$ cat src/shared/acrb_pkg.sv
/*
 Constants for the analog combo register bank: offsets, field positions,
 reset values and codes.
 Assumes a 16-bit word port with byte offsets; only even offsets are words.
*/
// Notes on behaviour
// RULE1: Six word registers at even offsets 00h to 0Ah; odd offsets are ignored.
// RULE2: Interrupt vector word is read only, resets to zero, writes ignored.
// RULE3: Block enable at bit 10; clear disables everything, output goes high impedance. Ladder outputs and triggered latch loads are not gated by it.
// RULE4: Power mode bit 9: zero high speed and power, one low speed and power.
// RULE5: Amplifier enable bit 8; clear disables amplifier, output high impedance.
// RULE6: Bit 7 connects all negative sources to the inverting port.
// RULE7: Bits 5-4 pick negative source: pin, ladder, device source, reserved.
// RULE8: Bit 3 connects all positive sources to the non-inverting port.
// RULE9: Bits 1-0 pick positive source: pin, converter, paired amplifier, reserved.
// RULE10: Three-bit gain code in bits 6-4, reset zero, sent to the ladder.
// RULE11: Mode bits 1-0 select ladder mode; reset value of word is 0001h.
// RULE12: Converter control writes are blocked while converter enable is one. The enable bit itself stays writable.
// RULE13: Reference bit 12, load select 9-8, DMA 2, irq 1, enable 0.
// RULE14: Load select 00 loads on data write, 01 reserved, 1x on trigger edge.
// RULE15: Converter data is unsigned 12-bit in bits 11-0; upper bits read zero.
// RULE16: Triggered load sets flag; write one or vector read clears it.
// RULE17: DMA request rises on load with enable; transfer start clears request and flag.
// RULE18: Reserved bits read as zero and ignore writes.
package acrb_pkg;
  localparam int ACRB_AW = 4;
  localparam int ACRB_DW = 16;
  localparam int ACRB_CW = 12;
  localparam logic [3:0] OFS_AMP = 4'h0;
  localparam logic [3:0] OFS_GAIN = 4'h2;
  localparam logic [3:0] OFS_CCTL = 4'h4;
  localparam logic [3:0] OFS_CDAT = 4'h6;
  localparam logic [3:0] OFS_CSTS = 4'h8;
  localparam logic [3:0] OFS_IVEC = 4'hA;
  // Amplifier control word
  localparam int AMP_BLOCK_EN = 10;
  localparam int AMP_PWR = 9;
  localparam int AMP_EN = 8;
  localparam int AMP_NCON = 7;
  localparam int AMP_NEG_SOURCE_SELECT = 4;
  localparam int AMP_PCON = 3;
  localparam int AMP_PSEL = 0;
  localparam logic [15:0] AMP_MASK = 16'h07bb;
  localparam logic [15:0] AMP_RST = 16'h0000;
  // Gain and mode word
  localparam int GAIN_CODE = 4;
  localparam int GAIN_MODE = 0;
  localparam logic [15:0] GAIN_MASK = 16'h0073;
  localparam logic [15:0] GAIN_RST = 16'h0001;
  // Converter control word
  localparam int CC_REF = 12;
  localparam int CC_LSEL = 8;
  localparam int CC_DMA = 2;
  localparam int CC_IE = 1;
  localparam int CC_EN = 0;
  localparam logic [15:0] CC_MASK = 16'h1307;
  localparam logic [15:0] CC_RST = 16'h0000;
  localparam logic [15:0] CDAT_RST = 16'h0000;
  localparam int CS_FLAG = 0;
  localparam logic [15:0] IVEC_RST = 16'h0000;
  // Vector code shown while the converter flag is pending
  localparam logic [15:0] IVEC_CONV = 16'h0002;
  localparam logic [1:0] LSEL_WRITE = 2'h0;
  localparam logic [1:0] LSEL_RSVD = 2'h1;
endpackage : acrb_pkg

$ cat src/logic/acrb_bank.sv
/*
 Register bank of the analog combo block: amplifier, gain ladder and
 converter controls, converter data latch, flag, vector and DMA request.
 Assumes a single-cycle register port (strobes never both high), triggers
 and DMA start synchronous to clock, and one clock enable freezing state.
*/
// Chosen here: the strobed register port.
`timescale 1ns/1ps
module acrb_bank
  import acrb_pkg::*;
(
  input wire logic clock,
  input wire logic resetn,
  input wire logic ce,
  input wire logic [ACRB_AW-1:0] addr,
  input wire logic [ACRB_DW-1:0] wdata,
  input wire logic wr,
  input wire logic rd,
  output logic [ACRB_DW-1:0] rdata,
  input wire logic trig_0,
  input wire logic trig_1,
  input wire logic dma_start,
  output logic block_on,
  output logic amp_on,
  output logic amp_out_hiz,
  output logic amp_power_mode,
  output logic neg_input_connect,
  output logic [1:0] neg_source_select,
  output logic pos_input_connect,
  output logic [1:0] pos_source_select,
  output logic [2:0] ladder_gain,
  output logic [1:0] ladder_mode_select,
  output logic conv_on,
  output logic conv_reference_select,
  output logic [ACRB_CW-1:0] conv_latch,
  output logic conv_irq,
  output logic conv_dma_req
);

  logic [15:0] amp_ctl;
  logic [15:0] gain_ctl;
  logic [15:0] conv_ctl;
  logic [ACRB_CW-1:0] conv_data_word;
  logic conv_irq_flag;
  logic trig_0_prev;
  logic trig_1_prev;

  function automatic logic hit(input logic [ACRB_AW-1:0] a, input logic [3:0] ofs);
    hit = (a == ofs);
  endfunction : hit

  // Odd offsets decode to nothing, so byte accesses fall through [RULE1]
  wire sel_amp = hit(addr, OFS_AMP);
  wire sel_gain = hit(addr, OFS_GAIN);
  wire sel_cctl = hit(addr, OFS_CCTL);
  wire sel_cdat = hit(addr, OFS_CDAT);
  wire sel_csts = hit(addr, OFS_CSTS);
  wire sel_ivec = hit(addr, OFS_IVEC);

  wire block_enable = amp_ctl[AMP_BLOCK_EN];
  wire amp_enable = amp_ctl[AMP_EN];
  wire conv_enable = conv_ctl[CC_EN];
  wire conv_irq_enable = conv_ctl[CC_IE];
  wire conv_dma_enable = conv_ctl[CC_DMA];
  wire [1:0] conv_load_select = conv_ctl[CC_LSEL+:2];

  wire wr_amp = ce && wr && sel_amp;
  wire wr_gain = ce && wr && sel_gain;
  wire wr_cctl = ce && wr && sel_cctl;
  wire wr_cdat = ce && wr && sel_cdat;
  wire wr_csts = ce && wr && sel_csts;
  wire rd_ivec = ce && rd && sel_ivec;

  // Fields stay frozen while running; only the enable bit stays writable [RULE12]
  wire cctl_open = !conv_enable;
  wire [15:0] next_conv_ctl = cctl_open ? (wdata & CC_MASK) :
    ((conv_ctl & ~(16'h0001 << CC_EN)) | (wdata & (16'h0001 << CC_EN)));

  // Edge of the selected trigger; loads only while the converter runs [RULE14]
  wire trig_rise_0 = trig_0 && !trig_0_prev;
  wire trig_rise_1 = trig_1 && !trig_1_prev;
  wire trig_sel = conv_load_select[0] ? trig_rise_1 : trig_rise_0;
  wire trig_load = ce && conv_load_select[1] && conv_enable && trig_sel;
  wire write_load = wr_cdat && (conv_load_select == LSEL_WRITE);

  // Flag clear by write of one, vector read or transfer start; a new load wins [RULE16]
  wire flag_clr = (wr_csts && wdata[CS_FLAG]) || rd_ivec || (ce && dma_start);
  wire next_flag = trig_load || (conv_irq_flag && !flag_clr);

  wire [15:0] ivec_word = conv_irq_flag ? IVEC_CONV : IVEC_RST;
  wire [15:0] cdat_word = {{(16-ACRB_CW){1'b0}}, conv_data_word};
  wire [15:0] csts_word = {15'h0000, conv_irq_flag};

  // Unmapped and odd offsets read as zero [RULE18]
  wire [15:0] rd_mux =
    sel_amp ? amp_ctl :
    sel_gain ? gain_ctl :
    sel_cctl ? conv_ctl :
    sel_cdat ? cdat_word :
    sel_csts ? csts_word :
    sel_ivec ? ivec_word : 16'h0000;

  always_ff @(posedge clock or negedge resetn) begin
    if (!resetn) begin
      amp_ctl <= AMP_RST;
      gain_ctl <= GAIN_RST;
    end else begin
      if (wr_amp) begin
        amp_ctl <= wdata & AMP_MASK; // [RULE18]
      end
      if (wr_gain) begin
        gain_ctl <= wdata & GAIN_MASK; // [RULE10] [RULE11]
      end
    end
  end

  always_ff @(posedge clock or negedge resetn) begin
    if (!resetn) begin
      conv_ctl <= CC_RST;
    end else if (wr_cctl) begin
      conv_ctl <= next_conv_ctl; // [RULE12] [RULE13]
    end
  end

  always_ff @(posedge clock or negedge resetn) begin
    if (!resetn) begin
      conv_data_word <= CDAT_RST[ACRB_CW-1:0];
      conv_latch <= CDAT_RST[ACRB_CW-1:0];
    end else begin
      if (wr_cdat) begin
        conv_data_word <= wdata[ACRB_CW-1:0]; // [RULE15]
      end
      if (write_load) begin
        conv_latch <= wdata[ACRB_CW-1:0]; // [RULE14]
      end else if (trig_load) begin
        conv_latch <= conv_data_word; // [RULE14]
      end
    end
  end

  always_ff @(posedge clock or negedge resetn) begin
    if (!resetn) begin
      conv_irq_flag <= 1'b0;
      conv_dma_req <= 1'b0;
      trig_0_prev <= 1'b0;
      trig_1_prev <= 1'b0;
    end else if (ce) begin
      trig_0_prev <= trig_0;
      trig_1_prev <= trig_1;
      conv_irq_flag <= next_flag; // [RULE16]
      if (trig_load && conv_dma_enable) begin
        conv_dma_req <= 1'b1; // [RULE17]
      end else if (dma_start) begin
        conv_dma_req <= 1'b0; // [RULE17]
      end
    end
  end

  // Read data stands only in the cycle after the strobe
  always_ff @(posedge clock or negedge resetn) begin
    if (!resetn) begin
      rdata <= 16'h0000;
    end else if (ce) begin
      rdata <= rd ? rd_mux : 16'h0000; // [RULE2] [RULE15] [RULE18]
    end
  end

  // Block enable gates the amplifier, both input connects and the converter enable [RULE3]
  assign block_on = block_enable;
  assign amp_on = block_enable && amp_enable; // [RULE5]
  assign amp_out_hiz = !amp_on; // [RULE3] [RULE5]
  assign amp_power_mode = amp_ctl[AMP_PWR]; // [RULE4]
  assign neg_input_connect = block_enable && amp_ctl[AMP_NCON]; // [RULE6]
  assign neg_source_select = amp_ctl[AMP_NEG_SOURCE_SELECT+:2]; // [RULE7]
  assign pos_input_connect = block_enable && amp_ctl[AMP_PCON]; // [RULE8]
  assign pos_source_select = amp_ctl[AMP_PSEL+:2]; // [RULE9]
  assign ladder_gain = gain_ctl[GAIN_CODE+:3]; // [RULE10]
  assign ladder_mode_select = gain_ctl[GAIN_MODE+:2]; // [RULE11]
  assign conv_on = block_enable && conv_enable; // [RULE3]
  assign conv_reference_select = conv_ctl[CC_REF]; // [RULE13]
  // Interrupt request is only the gated flag; the system controller arbitrates
  assign conv_irq = conv_irq_flag && conv_irq_enable;

  property p_ivec_read;
    @(posedge clock) disable iff (!resetn)
      (rd_ivec && conv_irq_flag && !trig_load) |=> (rdata == IVEC_CONV) && !conv_irq_flag;
  endproperty
  a_ivec_read: assert property (p_ivec_read) else $error("vector read did not clear flag"); // [RULE2]

  property p_ivec_write;
    @(posedge clock) disable iff (!resetn)
      (ce && wr && sel_ivec && !conv_irq_flag && !trig_load) |=> !conv_irq_flag;
  endproperty
  a_ivec_write: assert property (p_ivec_write) else $error("vector write changed state"); // [RULE2]

  property p_block_off;
    @(posedge clock) disable iff (!resetn)
      !block_enable |-> !amp_on && !conv_on && amp_out_hiz && !neg_input_connect && !pos_input_connect;
  endproperty
  a_block_off: assert property (p_block_off) else $error("sub-module active with block off"); // [RULE3]

  property p_cctl_lock;
    @(posedge clock) disable iff (!resetn)
      (wr_cctl && conv_enable) |=> $stable(conv_ctl[15:1]);
  endproperty
  a_cctl_lock: assert property (p_cctl_lock) else $error("control changed while running"); // [RULE12]

  property p_cdat_read;
    @(posedge clock) disable iff (!resetn)
      (ce && rd && sel_cdat) |=> (rdata[15:ACRB_CW] == 4'h0) && (rdata[ACRB_CW-1:0] == $past(conv_data_word));
  endproperty
  a_cdat_read: assert property (p_cdat_read) else $error("data read wrong"); // [RULE15]

  property p_trig_flag;
    @(posedge clock) disable iff (!resetn)
      trig_load |=> conv_irq_flag && (conv_latch == $past(conv_data_word));
  endproperty
  a_trig_flag: assert property (p_trig_flag) else $error("trigger load did not set flag"); // [RULE16]

  property p_write_noflag;
    @(posedge clock) disable iff (!resetn)
      (ce && conv_load_select == LSEL_WRITE && !conv_irq_flag) |=> !conv_irq_flag;
  endproperty
  a_write_noflag: assert property (p_write_noflag) else $error("flag set in direct mode"); // [RULE14]

  property p_dma_clear;
    @(posedge clock) disable iff (!resetn)
      (ce && dma_start && !trig_load) |=> !conv_dma_req && !conv_irq_flag;
  endproperty
  a_dma_clear: assert property (p_dma_clear) else $error("transfer start did not clear"); // [RULE17]

  property p_dma_raise;
    @(posedge clock) disable iff (!resetn)
      (trig_load && conv_dma_enable) |=> conv_dma_req;
  endproperty
  a_dma_raise: assert property (p_dma_raise) else $error("no DMA request after load"); // [RULE17]

  property p_gain_write;
    @(posedge clock) disable iff (!resetn)
      wr_gain |=> (ladder_mode_select == $past(wdata[1:0])) && (gain_ctl[15:7] == 9'h000);
  endproperty
  a_gain_write: assert property (p_gain_write) else $error("gain word write wrong"); // [RULE11]

  property p_rdata_idle;
    @(posedge clock) disable iff (!resetn)
      (ce && !rd) |=> (rdata == 16'h0000);
  endproperty
  a_rdata_idle: assert property (p_rdata_idle) else $error("read data outside read slot"); // [RULE1]

  property p_odd_write;
    @(posedge clock) disable iff (!resetn)
      (ce && wr && addr[0]) |=> $stable(amp_ctl) && $stable(gain_ctl) && $stable(conv_ctl) && $stable(conv_data_word);
  endproperty
  a_odd_write: assert property (p_odd_write) else $error("odd offset write landed"); // [RULE1]

  property p_amp_write;
    @(posedge clock) disable iff (!resetn)
      wr_amp |=> (amp_ctl == ($past(wdata) & AMP_MASK));
  endproperty
  a_amp_write: assert property (p_amp_write) else $error("amplifier word write wrong"); // [RULE18]

  property p_cctl_open;
    @(posedge clock) disable iff (!resetn)
      (wr_cctl && !conv_enable) |=> (conv_ctl == ($past(wdata) & CC_MASK));
  endproperty
  a_cctl_open: assert property (p_cctl_open) else $error("converter control write wrong"); // [RULE13]

  property p_cctl_enable_bit;
    @(posedge clock) disable iff (!resetn)
      (wr_cctl && conv_enable) |=> (conv_ctl[CC_EN] == $past(wdata[CC_EN]));
  endproperty
  a_cctl_enable_bit: assert property (p_cctl_enable_bit) else $error("enable bit not writable"); // [RULE12]

  property p_write_load;
    @(posedge clock) disable iff (!resetn)
      write_load |=> (conv_latch == $past(wdata[ACRB_CW-1:0]));
  endproperty
  a_write_load: assert property (p_write_load) else $error("direct load missed"); // [RULE14]

  property p_rsvd_load;
    @(posedge clock) disable iff (!resetn)
      (conv_load_select == LSEL_RSVD) |=> $stable(conv_latch);
  endproperty
  a_rsvd_load: assert property (p_rsvd_load) else $error("latch loaded in reserved mode"); // [RULE14]

  property p_trig_off;
    @(posedge clock) disable iff (!resetn)
      (!conv_enable && conv_load_select[1]) |=> $stable(conv_latch);
  endproperty
  a_trig_off: assert property (p_trig_off) else $error("latch loaded while disabled"); // [RULE14]

  property p_flag_write_clr;
    @(posedge clock) disable iff (!resetn)
      (wr_csts && wdata[CS_FLAG] && !trig_load) |=> !conv_irq_flag;
  endproperty
  a_flag_write_clr: assert property (p_flag_write_clr) else $error("write one did not clear flag"); // [RULE16]

  property p_csts_read;
    @(posedge clock) disable iff (!resetn)
      (ce && rd && sel_csts) |=> (rdata == {15'h0000, $past(conv_irq_flag)});
  endproperty
  a_csts_read: assert property (p_csts_read) else $error("status read wrong"); // [RULE16]

  property p_ivec_idle;
    @(posedge clock) disable iff (!resetn)
      (rd_ivec && !conv_irq_flag) |=> (rdata == IVEC_RST);
  endproperty
  a_ivec_idle: assert property (p_ivec_idle) else $error("vector not zero when idle"); // [RULE2]

  property p_dma_hold;
    @(posedge clock) disable iff (!resetn)
      (conv_dma_req && !(ce && dma_start)) |=> conv_dma_req;
  endproperty
  a_dma_hold: assert property (p_dma_hold) else $error("DMA request dropped early"); // [RULE17]

endmodule : acrb_bank

$ cat config.mk
export PLATFORM = sky130hd
export DESIGN_NAME = acrb_bank
export DESIGN_NICKNAME = d
export VERILOG_FILES = /design/src/shared/acrb_pkg.sv /design/src/logic/acrb_bank.sv
export SDC_FILE = /design/constraint.sdc
export NUM_CORES = 1
export LEC_CHECK = 0
export BUFFER_PORTS_ARGS = -buffer_cell sky130_fd_sc_hd__buf_2
export CORE_ASPECT_RATIO = 0.7
export CORE_MARGIN = 2
export CORE_UTILIZATION = 40
export CTS_CLUSTER_DIAMETER = 30
export CTS_CLUSTER_SIZE = 8
export DETAILED_ROUTE_END_ITERATION = 7
export PLACE_DENSITY = 0.7
export SLEW_MARGIN = 40
export SYNTH_ARGS = -nofsm -noshare
export SYNTH_HDL_FRONTEND = slang
export SYNTH_SLANG_ARGS = --single-unit
$ cat constraint.sdc
create_clock -name clock -period 2.3 [get_ports clock]
set_input_delay 0.345 -clock clock [delete_from_list [all_inputs] [get_ports clock]]
set_output_delay 0.345 -clock clock [all_outputs]
set_load 0.02 [all_outputs]
==> results of run 1 <==
-- cell usage in the layout (no fill, tap or decap), types with 2 or more instances in the layout --
cell type	count
buf_4	17
bufinv_16	2
dfrtp_1	61
a21oi_1	4
inv_1	10
o41ai_1	3
o21ai_0	8
nor2b_1	6
mux2_2	60
nand2b_1	5
buf_2	71
a41oi_1	2
clkinv_2	2
nor4_1	2
nand3_1	2
nand2_1	7
or3b_2	2
clkbuf_8	11
a22oi_1	5
nor2_1	3
o22ai_1	4
nand4_1	2
and2_1	4
-- flip-flops by register name, indices dropped and copies added (netlist names) --
signal and flops:
rdata 14, conv_data_word 12, conv_latch 12, amp_ctl 9, conv_ctl 6, gain_ctl 5
conv_dma_req 1, conv_irq_flag 1, trig_0_prev 1, trig_1_prev 1
-- logic make-up (layout without fill, tap and decap cells) --
logic type | Yosys count | count (layout) | share of synthesized area
AND/OR/NAND/NOR | 46 | 46 | 0.106
flip-flops | 62 | 62 | 0.528
multiplexers | 61 | 61 | 0.233
buffers and inverters | 26 | 114 | 0.0464
AO/OA/AOI/OAI | 36 | 36 | 0.0864
-- worst register-to-register path, cell delays in order, from the launching register on --
cell,delay (ns)
dfrtp_1,0.42
nor2_1,0.12
and3b_1,0.23
nor2_2,0.66
mux2_2,0.42
-- metal layers --
metal / global-route usage / part of all wire
met1: 0.263 / 0.48
met2: 0.304 / 0.45
met4: 0.0563 / 0.0090
met3: 0.0496 / 0.059
met5: 0 / 0
-- power by group through the flow --
stage | Combinational, mW | Sequential, mW | Clock (mW)
after floorplan | 0.310 | 1.47 | 0
after global placement | 0.597 | 1.40 | 0
after detailed placement | 0.613 | 1.41 | 0
after CTS | 0.618 | 1.39 | 1.08
after global routing | 0.664 | 1.41 | 1.14
final | 0.610 | 1.39 | 1.06
-- final cells by class --
type | count | area, um^2 | area share
well taps | 98 | 123 | 0.0333
flip-flops and latches | 62 | 1550 | 0.421
repair buffers | 89 | 493 | 0.134
multi-input cells | 143 | 1260 | 0.342
clock inverters | 4 | 70.1 | 0.0190
inverters | 10 | 37.5 | 0.0102
clock buffers | 11 | 151 | 0.0411
-- how the worst max path moves through the flow --
stage	slack (ns)	cells after the start	start	end
2_1_floorplan	0.52	4	addr[3]	amp_ctl[0]$_DFFE_PN0P_
4_1_cts	0.31	4	conv_ctl[8]$_DFFE_PN0P_	conv_latch[10]$_DFFE_PN0P_
6_report	0.34	4	conv_ctl[8]$_DFFE_PN0P_	conv_latch[10]$_DFFE_PN0P_
3_3_place_gp	-0.09	5	addr[2]	conv_latch[5]$_DFFE_PN0P_
3_5_place_dp	0.19	5	addr[2]	conv_latch[6]$_DFFE_PN0P_
5_1_grt	0.25	4	conv_ctl[9]$_DFFE_PN0P_	conv_latch[3]$_DFFE_PN0P_
==> results_dict.tcl, run 1 <==
set metrics [dict create \
    async_reset_ff_frac 1.00 \
    fillCellCount 677 \
    rr_worst_depth 4 \
    first_iter_violations 62 \
    dp_hpwl_mm 5.21 \
    grt_usage 0.191 \
    tns_ns 0 \
    hold_violations 0 \
    drc 0 \
    powerDensity_mw_per_mm2 829 \
    p_int_mw 2.20 \
    synthCells 231 \
    numCtsBuffers 9 \
    h-tree-depth 3 \
    via_per_inst 5.18 \
    crit_chain "nor2_1 -> and3b_1 -> nor2_2 -> mux2_2" \
    grt_pass1_wl_mm 11.5 \
    antenna_cells 0 \
    hold_path.class "input port to flop" \
    drive_gt1_frac 0.545 \
    syn_nets 259 \
    vias 2162 \
    yosysWarnings 0 \
    hold_ws_ns 0.253 \
    synth.distinct_cells 46 \
    instances_no_fill 417 \
    cts_tree "yes" \
    switching_share 0.279 \
    status "completed" \
    avgSynthCellArea_um2 12.7 \
    dieHeight_um 75.7 \
    grt_max_degree 27 \
    setup_violations 0 \
    p_comb_frac 0.199 \
    synthesis.area_mm2 0.00294 \
    fin_nets 343 \
    seqPwrFrac 0.454 \
    reg2reg_slack_ns 0.34 \
    ys_seq_area_frac 0.528 \
    r2r_start "conv_ctl[8]$_DFFE_PN0P_" \
    min_period_over_period 0.853 \
    clkPwrFrac 0.347 \
    p_leak_nw 1.81 \
    power.total_mw 3.06 \
    cts_num_sinks 62 \
    grt_pass1_vias 2219 \
    min_from "wdata[12]" \
    worstSkewPairLatency_ns 0.33 \
    rows 26 \
    endpoint_kind "flop" \
    fmax_mhz 510 \
    cts_hold_buffers 1 \
    avgRoutedWirePerCell_um 17.3 \
    fin_crit_ns 1.96 \
    initial_core_util 0.407 \
    cts_resized 0 \
    yosys.area.top_type "dfrtp_1" \
    cp_slowest_cell "nor2_2" \
    netlist.area_leader.share 0.519 \
    r2r-end "conv_latch[10]$_DFFE_PN0P_" \
    die_w_um 106 \
    cts-root-buf "clkbuf_8" \
    io_pins 75 \
    rsz0062_at_grt "false" \
    drt_wl_total_mm 7.22 \
    grt_overflow_total 0 \
    cp_max_fo 12 \
    path_buf_inv 0 \
    fin_area_mm2 0.00369 \
    firstDrtPassIters 4 \
    dp_cells 401 \
    clock_skew_ns 0.00501 \
    ant_nets 0 \
    routabilityCongestion 0.841 \
    holdPathEnd "conv_ctl[12]$_DFFE_PN0P_" \
    p_sw_mw 0.854 \
    crit_family "simple AND/OR/NAND/NOR gates" \
    cts.clk_slew.worst_paths_ns 0.07 \
    synth_ff_type "dfrtp_1" \
    yosys-top-cells-area "dfrtp_1 52%, mux2_2 23%, buf_4 2.0%" \
    worstSetupPathType "flop to flop" \
    design.core.area_mm2 0.00722 \
    crit_required_ns 2.51 \
    cp-start-kind "flop" \
    area_growth_pct 25.4 \
    synth_edf_count 0 \
    peakVddDrop_mv 0.379 \
    synth_commonest_cells "61 x dfrtp_1, 60 x mux2_2, 10 x inv_1" \
    arrival_ns 2.18 \
    post-cts-setup-buffer-count 0 \
    dpl-instance-area_mm2 0.00346 \
    port_buffers 71 \
    tightestPinTransition_ns 0.826 \
    maxSlewViolCount 0 \
    dpl_worst_slack_ns 0.195 \
    holdPathStages 2 \
    synth.most_common_cell "dfrtp_1" \
    antenna_found_initial 0 \
    synth-seq-cells 62 \
    timing.final.ws_setup_ns 0.339 \
    slew_headroom 0.449 \
    cp_slowest_stage_delay_ns 0.66 \
    fin_util 0.511 \
    cts_buffer_depth 2 \
    cap_violations 0 \
    die-area_mm2 0.00807 \
]
No activity file was read; power rests on OpenSTA's default activity.
==> run 2: changes to the inputs <==
--- a/config.mk
+++ b/config.mk
@@ -8,11 +8,12 @@
 export BUFFER_PORTS_ARGS = -buffer_cell sky130_fd_sc_hd__buf_2
 export CORE_ASPECT_RATIO = 0.7
 export CORE_MARGIN = 2
-export CORE_UTILIZATION = 40
+export CORE_UTILIZATION = 50
 export CTS_CLUSTER_DIAMETER = 30
 export CTS_CLUSTER_SIZE = 8
 export DETAILED_ROUTE_END_ITERATION = 7
-export PLACE_DENSITY = 0.7
+export MAX_ROUTING_LAYER = met4
+export PLACE_DENSITY = 0.83
 export SLEW_MARGIN = 40
 export SYNTH_ARGS = -nofsm -noshare
 export SYNTH_HDL_FRONTEND = slang
==> constraint.sdc (replaced) <==
create_clock -name clock -period 1.9 [get_ports clock]
set_input_delay 0.285 -clock clock [delete_from_list [all_inputs] [get_ports clock]]
set_output_delay 0.285 -clock clock [all_outputs]
set_load 0.02 [all_outputs]
==> results_dict.tcl, run 2 (synthesis results as in run 1) <==
set metrics [dict create \
    antenna_found_initial 0 \
    first_iter_violations 128 \
    h-tree-depth 3 \
    dpl_worst_slack_ns 0.0478 \
    setup_violations 0 \
    area_growth_pct 25.3 \
    slew_headroom 0.607 \
    design.core.area_mm2 0.00570 \
    die_w_um 95.7 \
    maxSlewViolCount 0 \
    hold_ws_ns 0.172 \
    die-area_mm2 0.00652 \
    hold_violations 0 \
    cp_max_fo 8 \
    seqPwrFrac 0.467 \
    firstDrtPassIters 6 \
    p_leak_nw 1.83 \
    cap_violations 0 \
    port_buffers 71 \
    reg2reg_slack_ns 0.11 \
    cp_slowest_stage_delay_ns 0.47 \
    cts_resized 0 \
    post-cts-setup-buffer-count 0 \
    clkPwrFrac 0.327 \
    min_period_over_period 0.943 \
    met3_usage 0.0815 \
    hold_path.class "input port to flop" \
    avgRoutedWirePerCell_um 17.3 \
    timing.final.ws_setup_ns 0.109 \
    cts.clk_slew.worst_paths_ns 0.07 \
    via_per_inst 5.59 \
    dp_cells 383 \
    largest_reg_flops 14 \
    numCtsBuffers 9 \
    vias 2235 \
    p_int_mw 2.54 \
    instances_no_fill 400 \
    antenna_cells 0 \
    drt_wl_total_mm 6.91 \
    dp_hpwl_mm 5.09 \
    grt_pass1_wl_mm 11.5 \
    p_sw_mw 1.05 \
    fin_util 0.647 \
    rsz0062_at_grt "false" \
    tns_ns 0 \
    fmax_mhz 558 \
    met2_usage 0.378 \
    switching_share 0.292 \
    tightestPinTransition_ns 0.590 \
    cts_hold_buffers 1 \
    grt_usage 0.250 \
    top_register "rdata" \
    drc 0 \
    grt_overflow_total 0 \
    cts_num_sinks 62 \
    powerDensity_mw_per_mm2 975 \
    dieHeight_um 68.2 \
    cp_slowest_cell "or3b_2" \
    io_pins 75 \
    fin_nets 348 \
    cp-start-kind "flop" \
    clock_skew_ns 0.00497 \
    power.total_mw 3.59 \
    arrival_ns 2.02 \
    layout_commonest_cell "buf_2" \
    routabilityCongestion 0.898 \
    cts-root-buf "clkbuf_8" \
    endpoint_kind "flop" \
    reg_top3 "rdata: 14 flops, conv_data_word: 12 flops, conv_latch: 12 flops" \
    crit_chain "or3b_2 -> a21oi_1 -> nor2_1 -> buf_4 -> mux2_2" \
    cts_buffer_depth 2 \
    grt_max_degree 39 \
    cts_tree "yes" \
    status "completed" \
    busiest_layer "met2" \
    worstSkewPairLatency_ns 0.34 \
    fin_area_mm2 0.00368 \
    ant_nets 0 \
    initial_core_util 0.516 \
    dpl-instance-area_mm2 0.00347 \
    peakVddDrop_mv 0.575 \
    grtUsageMet1 0.329 \
    fin_crit_ns 1.79 \
    final_cell_mix "71 x buf_2, 61 x dfrtp_1, 60 x mux2_2" \
    drive_gt1_frac 0.548 \
    grt_pass1_vias 2257 \
    p_comb_frac 0.206 \
    worstSetupPathType "flop to flop" \
    rows 23 \
    crit_required_ns 2.13 \
]
-- run 2: changes by cell type in the layout (fill, tap and decap cells not counted) --
cell       before  now
nor2_2          1    0
bufinv_16       2    1
clkbuf_1        0    1
clkinv_2        2    3
buf_12          0    1
nor2_1          3    4
buf_4          17   21
-- run 2: critical path, delay by kind of cell (launching register included) --
| family | cells | cell delay (ns) |
|---|---|---|
| compound gates | 1 | 0.21 |
| buf+inv | 1 | 0.19 |
| flops | 1 | 0.42 |
| mux | 1 | 0.28 |
| simple gates | 2 | 0.57 |
-- run 2: path summary, 6_finish.rpt --
check / from / end / cells after the start
worst max-delay path: conv_ctl[8]$_DFFE_PN0P_ / conv_latch[4]$_DFFE_PN0P_ / 5
worst min-delay path: wdata[12] / conv_ctl[12]$_DFFE_PN0P_ / 2
worst max register to register: conv_ctl[8]$_DFFE_PN0P_ / conv_latch[4]$_DFFE_PN0P_ / 5
worst min register to register: rdata[0]$_DFFE_PN0P_ / rdata[0]$_DFFE_PN0P_ / 2
max in group asynchronous: resetn / conv_latch[7]$_DFFE_PN0P_ / 3
min in group asynchronous: resetn / rdata[0]$_DFFE_PN0P_ / 2
-- run 2: power groups by stage --
stage | combinational (mW) | sequential, mW | clock [mW]
3_5_place_dp | 0.745 | 1.70 | 0
5_1_grt | 0.808 | 1.70 | 1.26
2_1_floorplan | 0.375 | 1.78 | 0
3_3_place_gp | 0.723 | 1.69 | 0
6_report | 0.741 | 1.68 | 1.17
4_1_cts | 0.751 | 1.68 | 1.21
-- run 2: layer usage --
layer,wire length [um],vias to the layer above
li1,-,1028
met1,3100,1123
met2,3210,74
met3,489,10
met4,103,0
met5,0,-
-- run 2: final cells by class --
type / count / area (um^2)
fillers: 462 / 2010
clock inverters: 4 / 45.0
flip-flops and latches: 62 / 1550
repair buffers: 94 / 543
inverters: 10 / 37.5
well taps: 75 / 93.8
multi-input cells: 143 / 1260
clock buffers: 12 / 155
